### src/inc/lvic_pkg.sv
// Purpose: Constants and types for the interrupt and low-voltage detect block.
// Assumes: Eight-bit registers reached by index over the core's data port.
package lvic_pkg;

  localparam logic [2:0] REG_LOW_VOLTAGE_DETECT_CONTROL = 3'h0, REG_EXTERNAL_EDGE_SELECT = 3'h1, REG_PRIMARY_INTERRUPT_CONTROL_0 = 3'h2,
    REG_PRIMARY_INTERRUPT_CONTROL_1 = 3'h3, REG_PRIMARY_INTERRUPT_CONTROL_2 = 3'h4, REG_MULTI_SOURCE_INTERRUPT_0 = 3'h5, REG_MULTI_SOURCE_INTERRUPT_1 = 3'h6, REG_MULTI_SOURCE_INTERRUPT_2 = 3'h7;
  localparam int NUM_REGS = 8;
  localparam logic [7:0] RESET_VAL = 8'h00;
  localparam logic [7:0] WMASK [NUM_REGS] = '{8'h17, 8'h0f, 8'h7f, 8'hff,
                                               8'hff, 8'h33, 8'hff, 8'h33};

  localparam int LOW_SUPPLY_OUTPUT_FLAG_BIT = 5, SUPPLY_DETECTOR_ENABLE_BIT = 4, VLVD_LSB = 0;
  localparam int INT1S_LSB = 2, INT0S_LSB = 0;
  localparam int EDGE_RISE_BIT = 0, EDGE_FALL_BIT = 1;
  localparam int EMI_BIT = 0, INT0E_BIT = 1, CPE_BIT = 2, MF0E_BIT = 3,
    INT0F_BIT = 4, CPF_BIT = 5, MF0F_BIT = 6;
  localparam int MF1E_BIT = 0, MF2E_BIT = 1, ADE_BIT = 2, TB0E_BIT = 3,
    MF1F_BIT = 4, MF2F_BIT = 5, ADF_BIT = 6, TB0F_BIT = 7;
  localparam int TB1E_BIT = 0, INT1E_BIT = 1, SIME_BIT = 2, URE_BIT = 3,
    TB1F_BIT = 4, INT1F_BIT = 5, SIMF_BIT = 6, URF_BIT = 7;
  localparam int STMPF_BIT = 4, STMAF_BIT = 5;
  localparam int PTMPF_BIT = 4, PTMAF_BIT = 5, CTMPF_BIT = 6, CTMAF_BIT = 7;
  localparam int LVE_BIT = 0, LVF_BIT = 4, DEF_BIT = 5;

  // Primary sources in falling priority; index 0 is serviced first.
  localparam int NUM_PRI = 11;
  localparam logic [2:0] PRI_REG [NUM_PRI] = '{3'h2, 3'h2, 3'h2, 3'h3, 3'h3, 3'h3,
                                               3'h3, 3'h4, 3'h4, 3'h4, 3'h4};
  localparam logic [2:0] PRI_FBIT [NUM_PRI] = '{3'h4, 3'h5, 3'h6, 3'h4, 3'h5, 3'h6,
                                                3'h7, 3'h4, 3'h5, 3'h6, 3'h7};
  localparam logic [2:0] PRI_EBIT [NUM_PRI] = '{3'h1, 3'h2, 3'h3, 3'h0, 3'h1, 3'h2,
                                                3'h3, 3'h0, 3'h1, 3'h2, 3'h3};

  localparam int CLK_PERIOD_NS = 10;
  localparam int LVD_DELAY_NS = 15000;
  localparam int LVD_DELAY_CYC = (LVD_DELAY_NS + CLK_PERIOD_NS - 1) / CLK_PERIOD_NS;

  typedef struct packed {
    logic cmp;
    logic adc;
    logic tb0;
    logic tb1;
    logic sim;
    logic uart;
    logic stm_a;
    logic stm_p;
    logic ctm_a;
    logic ctm_p;
    logic ptm_a;
    logic ptm_p;
    logic eeprom;
  } lvic_evt_s;

endpackage : lvic_pkg

### src/design/lvic_top.sv
// Purpose: Interrupt flags, enables, pin edge detect and supply detector control.
// Assumes: Peripheral event inputs are one-cycle pulses on i_clk_sys.
// Notes: Register reads return data one cycle after the read strobe.
`timescale 1ns/100ps
`default_nettype none

module lvic_top #(
  parameter int unsigned DELAY_CYC = lvic_pkg::LVD_DELAY_CYC
) (
  input  wire logic                i_clk_sys,
  input  wire logic                i_rstn,
  input  wire logic                i_reg_wr,
  input  wire logic                i_reg_rd,
  input  wire logic [2:0]          i_reg_addr,
  input  wire logic [7:0]          i_reg_wdata,
  input  wire logic [1:0]          i_ext_irq_pin,
  input  wire logic                i_supply_below,
  input  wire lvic_pkg::lvic_evt_s i_evt,
  input  wire logic                i_irq_ack,
  output logic [7:0]               o_reg_rdata,
  output logic                     o_irq_req,
  output logic [3:0]               o_irq_vector,
  output logic                     o_wake_request,
  output logic                     o_supply_detector_enable,
  output logic [2:0]               o_supply_threshold_select
);

  localparam logic [12:0] DLY_LAST = 13'(DELAY_CYC - 1);
  localparam logic [12:0] DLY_DONE = 13'(DELAY_CYC);

  logic [7:0]  reg_r [lvic_pkg::NUM_REGS];
  logic [7:0]  set_v [lvic_pkg::NUM_REGS];
  logic [7:0]  clr_v [lvic_pkg::NUM_REGS];
  logic [1:0]  pin_meta_r;
  logic [1:0]  pin_sync_r;
  logic [1:0]  pin_prev_r;
  logic [1:0]  edge_hit;
  logic        cmp_meta_r;
  logic        cmp_sync_r;
  logic        low_supply_output_flag_r;
  logic [12:0] dly_cnt_r;
  logic        lvf_set;
  logic [lvic_pkg::NUM_PRI-1:0] pend;
  logic [3:0]  vec_nxt;
  logic        any_pend;
  logic [7:0]  rd_val;

  function automatic logic mf_pend(input logic [7:0] r);
    mf_pend = |(r[7:4] & r[3:0]);
  endfunction : mf_pend

  // Both pins pass two flops before the edge logic sees them.
  genvar gp;
  generate
    for (gp = 0; gp < 2; gp++)
    begin : g_pin
      logic [1:0] field;
      assign field = (gp == 0) ? reg_r[lvic_pkg::REG_EXTERNAL_EDGE_SELECT][lvic_pkg::INT0S_LSB +: 2]
                               : reg_r[lvic_pkg::REG_EXTERNAL_EDGE_SELECT][lvic_pkg::INT1S_LSB +: 2];
      always_ff @(posedge i_clk_sys or negedge i_rstn)
      begin
        if (!i_rstn)
        begin
          pin_meta_r[gp] <= 1'h0;
          pin_sync_r[gp] <= 1'h0;
          pin_prev_r[gp] <= 1'h0;
        end
        else
        begin
          pin_meta_r[gp] <= i_ext_irq_pin[gp];
          pin_sync_r[gp] <= pin_meta_r[gp];
          pin_prev_r[gp] <= pin_sync_r[gp];
        end
      end
      // A single compare of sync against prev gives one hit per transition.
      assign edge_hit[gp] =
        (field[lvic_pkg::EDGE_RISE_BIT] & pin_sync_r[gp] & ~pin_prev_r[gp]) |
        (field[lvic_pkg::EDGE_FALL_BIT] & ~pin_sync_r[gp] & pin_prev_r[gp]);
    end
  endgenerate

  // The comparator is asynchronous to the system clock.
  always_ff @(posedge i_clk_sys or negedge i_rstn)
  begin
    if (!i_rstn)
    begin
      cmp_meta_r <= 1'h0;
      cmp_sync_r <= 1'h0;
    end
    else
    begin
      cmp_meta_r <= i_supply_below;
      cmp_sync_r <= cmp_meta_r;
    end
  end

  // No power-mode input gates this path, so the detector runs in any mode.
  always_ff @(posedge i_clk_sys or negedge i_rstn)
  begin
    if (!i_rstn)
      low_supply_output_flag_r <= 1'h0;
    else
      low_supply_output_flag_r <= o_supply_detector_enable & cmp_sync_r;
  end

  // Any drop of the flag restarts the delay, so chatter cannot raise a request early.
  always_ff @(posedge i_clk_sys or negedge i_rstn)
  begin
    if (!i_rstn)
      dly_cnt_r <= 13'h0000;
    else if (!low_supply_output_flag_r)
      dly_cnt_r <= 13'h0000;
    else if (dly_cnt_r != DLY_DONE)
      dly_cnt_r <= dly_cnt_r + 13'h0001;
  end

  assign lvf_set = low_supply_output_flag_r && (dly_cnt_r == DLY_LAST);

  // Wake only on a fresh request, so a flag set ahead of sleep masks it.
  always_ff @(posedge i_clk_sys or negedge i_rstn)
  begin
    if (!i_rstn)
      o_wake_request <= 1'h0;
    else
      o_wake_request <= lvf_set & ~reg_r[lvic_pkg::REG_MULTI_SOURCE_INTERRUPT_2][lvic_pkg::LVF_BIT];
  end

  genvar gi;
  generate
    for (gi = 0; gi < lvic_pkg::NUM_PRI; gi++)
    begin : g_pend
      assign pend[gi] = reg_r[lvic_pkg::PRI_REG[gi]][lvic_pkg::PRI_FBIT[gi]] &
                        reg_r[lvic_pkg::PRI_REG[gi]][lvic_pkg::PRI_EBIT[gi]];
    end
  endgenerate

  always_comb
  begin
    vec_nxt = 4'h0;
    for (int k = lvic_pkg::NUM_PRI - 1; k >= 0; k--)
    begin
      if (pend[k])
        vec_nxt = 4'(k);
    end
  end

  assign any_pend = |pend;

  always_ff @(posedge i_clk_sys or negedge i_rstn)
  begin
    if (!i_rstn)
    begin
      o_irq_req    <= 1'h0;
      o_irq_vector <= 4'h0;
    end
    else
    begin
      o_irq_req    <= any_pend & reg_r[lvic_pkg::REG_PRIMARY_INTERRUPT_CONTROL_0][lvic_pkg::EMI_BIT] &
                      ~i_irq_ack;
      o_irq_vector <= vec_nxt;
    end
  end

  // Hardware sets for registers 2 to 7; acknowledge clears EMI and the serviced flag only.
  always_comb
  begin
    for (int r = 0; r < lvic_pkg::NUM_REGS; r++)
    begin
      set_v[r] = 8'h00;
      clr_v[r] = 8'h00;
    end
    set_v[lvic_pkg::REG_PRIMARY_INTERRUPT_CONTROL_0][lvic_pkg::INT0F_BIT] = edge_hit[0];
    set_v[lvic_pkg::REG_PRIMARY_INTERRUPT_CONTROL_0][lvic_pkg::CPF_BIT]   = i_evt.cmp;
    set_v[lvic_pkg::REG_PRIMARY_INTERRUPT_CONTROL_0][lvic_pkg::MF0F_BIT]  = mf_pend(reg_r[lvic_pkg::REG_MULTI_SOURCE_INTERRUPT_0]);
    set_v[lvic_pkg::REG_PRIMARY_INTERRUPT_CONTROL_1][lvic_pkg::MF1F_BIT]  = mf_pend(reg_r[lvic_pkg::REG_MULTI_SOURCE_INTERRUPT_1]);
    set_v[lvic_pkg::REG_PRIMARY_INTERRUPT_CONTROL_1][lvic_pkg::MF2F_BIT]  = mf_pend(reg_r[lvic_pkg::REG_MULTI_SOURCE_INTERRUPT_2]);
    set_v[lvic_pkg::REG_PRIMARY_INTERRUPT_CONTROL_1][lvic_pkg::ADF_BIT]   = i_evt.adc;
    set_v[lvic_pkg::REG_PRIMARY_INTERRUPT_CONTROL_1][lvic_pkg::TB0F_BIT]  = i_evt.tb0;
    set_v[lvic_pkg::REG_PRIMARY_INTERRUPT_CONTROL_2][lvic_pkg::TB1F_BIT]  = i_evt.tb1;
    set_v[lvic_pkg::REG_PRIMARY_INTERRUPT_CONTROL_2][lvic_pkg::INT1F_BIT] = edge_hit[1];
    set_v[lvic_pkg::REG_PRIMARY_INTERRUPT_CONTROL_2][lvic_pkg::SIMF_BIT]  = i_evt.sim;
    set_v[lvic_pkg::REG_PRIMARY_INTERRUPT_CONTROL_2][lvic_pkg::URF_BIT]   = i_evt.uart;
    set_v[lvic_pkg::REG_MULTI_SOURCE_INTERRUPT_0][lvic_pkg::STMPF_BIT]  = i_evt.stm_p;
    set_v[lvic_pkg::REG_MULTI_SOURCE_INTERRUPT_0][lvic_pkg::STMAF_BIT]  = i_evt.stm_a;
    set_v[lvic_pkg::REG_MULTI_SOURCE_INTERRUPT_1][lvic_pkg::PTMPF_BIT]  = i_evt.ptm_p;
    set_v[lvic_pkg::REG_MULTI_SOURCE_INTERRUPT_1][lvic_pkg::PTMAF_BIT]  = i_evt.ptm_a;
    set_v[lvic_pkg::REG_MULTI_SOURCE_INTERRUPT_1][lvic_pkg::CTMPF_BIT]  = i_evt.ctm_p;
    set_v[lvic_pkg::REG_MULTI_SOURCE_INTERRUPT_1][lvic_pkg::CTMAF_BIT]  = i_evt.ctm_a;
    set_v[lvic_pkg::REG_MULTI_SOURCE_INTERRUPT_2][lvic_pkg::LVF_BIT]    = lvf_set;
    set_v[lvic_pkg::REG_MULTI_SOURCE_INTERRUPT_2][lvic_pkg::DEF_BIT]    = i_evt.eeprom;
    clr_v[lvic_pkg::REG_PRIMARY_INTERRUPT_CONTROL_0][lvic_pkg::EMI_BIT]   = i_irq_ack;
    clr_v[lvic_pkg::PRI_REG[o_irq_vector]][lvic_pkg::PRI_FBIT[o_irq_vector]] = i_irq_ack;
  end

  // A hardware set wins over a write or an acknowledge in the same cycle.
  genvar gr;
  generate
    for (gr = 0; gr < lvic_pkg::NUM_REGS; gr++)
    begin : g_reg
      always_ff @(posedge i_clk_sys or negedge i_rstn)
      begin
        if (!i_rstn)
          reg_r[gr] <= lvic_pkg::RESET_VAL;
        else if (i_reg_wr && (i_reg_addr == 3'(gr)))
          reg_r[gr] <= (i_reg_wdata & lvic_pkg::WMASK[gr]) | set_v[gr];
        else
          reg_r[gr] <= (reg_r[gr] & ~clr_v[gr]) | set_v[gr];
      end
    end
  endgenerate

  // Unimplemented bits are never stored, so they read as zero.
  always_comb
  begin
    rd_val = reg_r[i_reg_addr];
    if (i_reg_addr == lvic_pkg::REG_LOW_VOLTAGE_DETECT_CONTROL)
      rd_val[lvic_pkg::LOW_SUPPLY_OUTPUT_FLAG_BIT] = low_supply_output_flag_r;
  end

  always_ff @(posedge i_clk_sys or negedge i_rstn)
  begin
    if (!i_rstn)
      o_reg_rdata <= 8'h00;
    else if (i_reg_rd)
      o_reg_rdata <= rd_val;
  end

  assign o_supply_detector_enable  = reg_r[lvic_pkg::REG_LOW_VOLTAGE_DETECT_CONTROL][lvic_pkg::SUPPLY_DETECTOR_ENABLE_BIT];
  assign o_supply_threshold_select = reg_r[lvic_pkg::REG_LOW_VOLTAGE_DETECT_CONTROL][lvic_pkg::VLVD_LSB +: 3];
endmodule : lvic_top

`default_nettype wire

### config.mk
export PLATFORM = sky130hd
export DESIGN_NAME = lvic_top
export DESIGN_NICKNAME = d
export VERILOG_FILES = /design/src/inc/lvic_pkg.sv /design/src/design/lvic_top.sv
export SDC_FILE = /design/constraint.sdc
export NUM_CORES = 1
export LEC_CHECK = 0
export ABC_AREA = 1
export BUFFER_PORTS_ARGS = -buffer_cell sky130_fd_sc_hd__clkbuf_2
export CAP_MARGIN = 20
export CELL_PAD_IN_SITES_DETAIL_PLACEMENT = 1
export CELL_PAD_IN_SITES_GLOBAL_PLACEMENT = 1
export CORE_MARGIN = 8
export CORE_UTILIZATION = 49
export CTS_BUF_LIST = sky130_fd_sc_hd__clkbuf_2
export DETAILED_ROUTE_END_ITERATION = 16
export GPL_ROUTABILITY_DRIVEN = 0
export PLACE_DENSITY = 0.92
export SLEW_MARGIN = 20
export SYNTH_ARGS = -nofsm -noshare
export SYNTH_HDL_FRONTEND = slang
export SYNTH_SLANG_ARGS = --single-unit
### constraint.sdc
create_clock -name i_clk_sys -period 2.5 [get_ports i_clk_sys]
set_input_delay 0.125 -clock i_clk_sys [delete_from_list [all_inputs] [get_ports i_clk_sys]]
set_output_delay 0.125 -clock i_clk_sys [all_outputs]
set_load 0.005 [all_outputs]
==> qor.csv <==
metric,value,unit
status,"finished, violations left",
path_clk_slew,0.24,ns
synth_seq_area_share,51.4,%
port_buffers,49,
synth_nets,613,
cts_sinks,94,
ys_ff_latch,94,
leakagePower,2.74,nW
hold_viol_final,1,
dr.pass1.iters,6,
core,0.00915,mm²
r2r_end,reg_r[28]$_DFF_PN0_,
pwr-share-clk,21.9,%
finClkSkew,0.0309,ns
yosys_warnings,0,
cts_buffers,9,
synth-adder-area-share,2.19,%
whs,-0.00115,ns
drcViolationCount,0,
antenna_left,0,
synth_flop_cell,dfrtp_1,
p_sw_share,37.6,%
path_cells,inv_1 -> ha_1 -> inv_1 -> nand2_1 -> nand2_1 -> o21ai_0 -> nor2_2 -> nand2_1 -> nand3_1 -> nand3_1 -> dlygate4sd3_1,
crit_start,o_irq_vector[1]$_DFF_PN0_,
synth_top_area_share,51.4,%
finalCritPeriodShare,91.8,%
grt_antenna_before_repair,1,
holdPathStages,5,
syn_avg_cell_area,7.99,µm²
violations,negative hold slack,
start_util,50.0,%
drt_iter0_drc,466,
tightest_slew,0.647,ns
synthCells,573,
worstPathRequired,2.98,ns
wire_per_inst,21.4,µm
ff2ff_setup_slack,0.21,ns
hp-start,i_reg_wdata[6],
synth.distinct_cells,33,
rr_worst_depth,11,
rsz0062_at_grt,false,
slew_violations,0,
synth_top_family_by_area,simple AND/OR/NAND/NOR gates,
worstPathMaxFanout,5,
crit_top_cell,nand2_1,
hp-class,input port to register,
grt_pass1_wl,26.5,mm
setup_ws,0.206,ns
synth.area.mux_share,0,%
critPathLaunchType,register,
dp_slack,0.640,ns
max-cap-violations,0,
fin_setup_tns,0,ns
r2r-start,o_irq_vector[1]$_DFF_PN0_,
ir_drop,370,µV
min_to,reg_r[38]$_DFF_PN0_,
die_w,113,µm
worstPathArrival,2.77,ns
grt_max_degree,95,
die_h,113,µm
area_growth,18.8,%
die-area,0.0127,mm²
worstSetupEndpointType,register,
grt-ovfl-total,0,
crit_type,register to register,
max_slew_margin,56.5,%
clk_latency,0.59,ns
grt_pass1_vias,4981,
fmax,436,MHz
rows,35,
drive_gt1_share,13.5,%
synth_compound_area_share,12.2,%
async_reset_ff_share,100,%
grt_usage,26.7,%
switchingPower,1.49,mW
yosysTopAreaCell,dfrtp_1,
cts_tree,yes,
power_frac_comb,28.9,%
root_buffer,clkbuf_2,
nNetsFinal,702,
synthTopCellsByArea,"dfrtp_1 (51%), nand2_1 (15%), inv_1 (5.9%)",
finalWirelength,16.7,mm
clockBufferDepth,2,
yosys.area_share.simple,25.8,%
syn-cell-area,0.00458,mm²
min_period,2.29,ns
via_per_inst,6.00,
internal-power,2.47,mW
hpwlAfterDp,11.2,mm
max_stage_delay,0.58,ns
final-setup-viol-count,0,
cp_slowest_cell,dlygate4sd3_1,
antennaDiodeCount,0,
vias,4662,
num-fill-cells,1127,
synth-xor-area-share,0.191,%
pwr-share-seq,49.3,%
power_density,727,mW/mm²
synth_edf_count,0,
io_pins,50,
cts_htree_levels,3,
-- layer usage --
layer,vias up,routed length (µm),global-route usage (%)
met2,281,8050,44.1
met1,2283,6320,32.3
met5,-,13,0
met3,74,1460,6.01
met4,2,819,13.3
li1,2022,-,-
-- through the flow --
| stage | utilization (%) | area [µm²] | power [mW] | instances | hold WS [ns] |
|---|---|---|---|---|---|
| after global routing | 59.4 | 5440 | 4.13 | 777 | 0.0186 |
| final | 59.4 | 5440 | 3.95 | 777 | -0.00115 |
| after detailed placement | 54.0 | 4940 | 2.94 | 725 | 0.215 |
| after global placement | 54.0 | 4940 | 2.86 | 725 | 0.220 |
| after floorplan | - | 4580 | 2.52 | 573 | -0.171 |
| after CTS | 59.2 | 5420 | 3.83 | 775 | 0.00206 |
-- cells in the final DEF (no fill, tap or decap), types with 2 or more instances in the layout --
cell / instances
a211o_1: 4
a21oi_1: 16
a22oi_1: 6
a31oi_1: 3
buf_4: 7
bufinv_16: 2
clkbuf_2: 59
dfrtp_1: 93
dlygate4sd3_1: 35
ha_1: 8
inv_1: 72
inv_2: 9
nand2_1: 177
nand2_2: 2
nand3_1: 34
nand3b_1: 3
nand4_1: 8
nor2_1: 37
nor2_2: 7
nor3_1: 9
nor4_1: 3
o2111ai_1: 3
o211ai_1: 5
o21ai_0: 39
o21ai_1: 4
o21bai_1: 5
o22ai_1: 5
-- what timing repair did --
action,CTS,global route
endpoints found under the setup margin,0,1
endpoints found under the hold margin,141,0
gates resized for setup,0,2
hold buffers,35,0
buffers inserted,0,2
-- power by group through the flow --
stage / logic, mW / clock network, mW / registers, mW
after detailed placement: 0.991 / 0 / 1.95
final: 1.14 / 0.864 / 1.95
after floorplan: 0.639 / 0 / 1.88
after global routing: 1.26 / 0.906 / 1.97
after CTS: 1.05 / 0.853 / 1.93
after global placement: 0.928 / 0 / 1.94
-- flip-flops by register name (all words and copies together) (netlist names), 2 cells and up --
name and cells:
dly_cnt_r 13, pin_meta_r 2, pin_sync_r 2, o_reg_rdata 8
o_irq_vector 4, reg_r 50, g_pin.field 4, pin_prev_r 2
o_supply_threshold_select 3
-- cells by family after synthesis --
logic type / count (synthesis)
and+or+nand+nor: 282
AOI/OAI and AO/OA: 94
buffers and inverters: 94
DFF: 94
adders and majority gates: 8
xor gates and xnor gates: 1
-- worst max-delay path, delay by kind of cell (launching register included) --
kind / cells / cell delay, ns
flip-flops: 1 / 0.49
adder cells (fa/ha/maj): 1 / 0.29
AND/OR/NAND/NOR: 6 / 0.55
AO/OA/AOI/OAI: 1 / 0.14
buffers and inverters: 3 / 0.75
-- cells in the mapped netlist (5+ instances only) --
master,instances
o21ai_0,39
a22oi_1,6
inv_2,9
a21oi_1,16
o21bai_1,5
nand4_1,8
nor2_1,38
o22ai_1,5
nor2_2,6
o211ai_1,5
nor3_1,9
dfrtp_1,94
nand3_1,34
nand2_1,177
inv_1,72
buf_2,7
ha_1,8
-- worst max-delay path by stage --
stage	to	slack, ns
2_1_floorplan	reg_r[46]$_DFF_PN0_	0.93
3_3_place_gp	reg_r[36]$_DFF_PN0_	0.79
3_5_place_dp	reg_r[28]$_DFF_PN0_	0.64
4_1_cts	reg_r[28]$_DFF_PN0_	0.03
5_1_grt	reg_r[28]$_DFF_PN0_	0.08
6_report	reg_r[28]$_DFF_PN0_	0.21
-- area by class of cell --
type                       instances  area (µm²)  share of cell area [%]
tap                              111         139                    2.55
clock inverter                     4        72.6                    1.33
multi-input combinational        385        1850                    34.0
sequential                        94        2350                    43.3
timing repair buffer              91         663                    12.2
inverter                          81         304                    5.59
clock buffer                      11        55.1                    1.01
(Power assumes the default switching activity.)
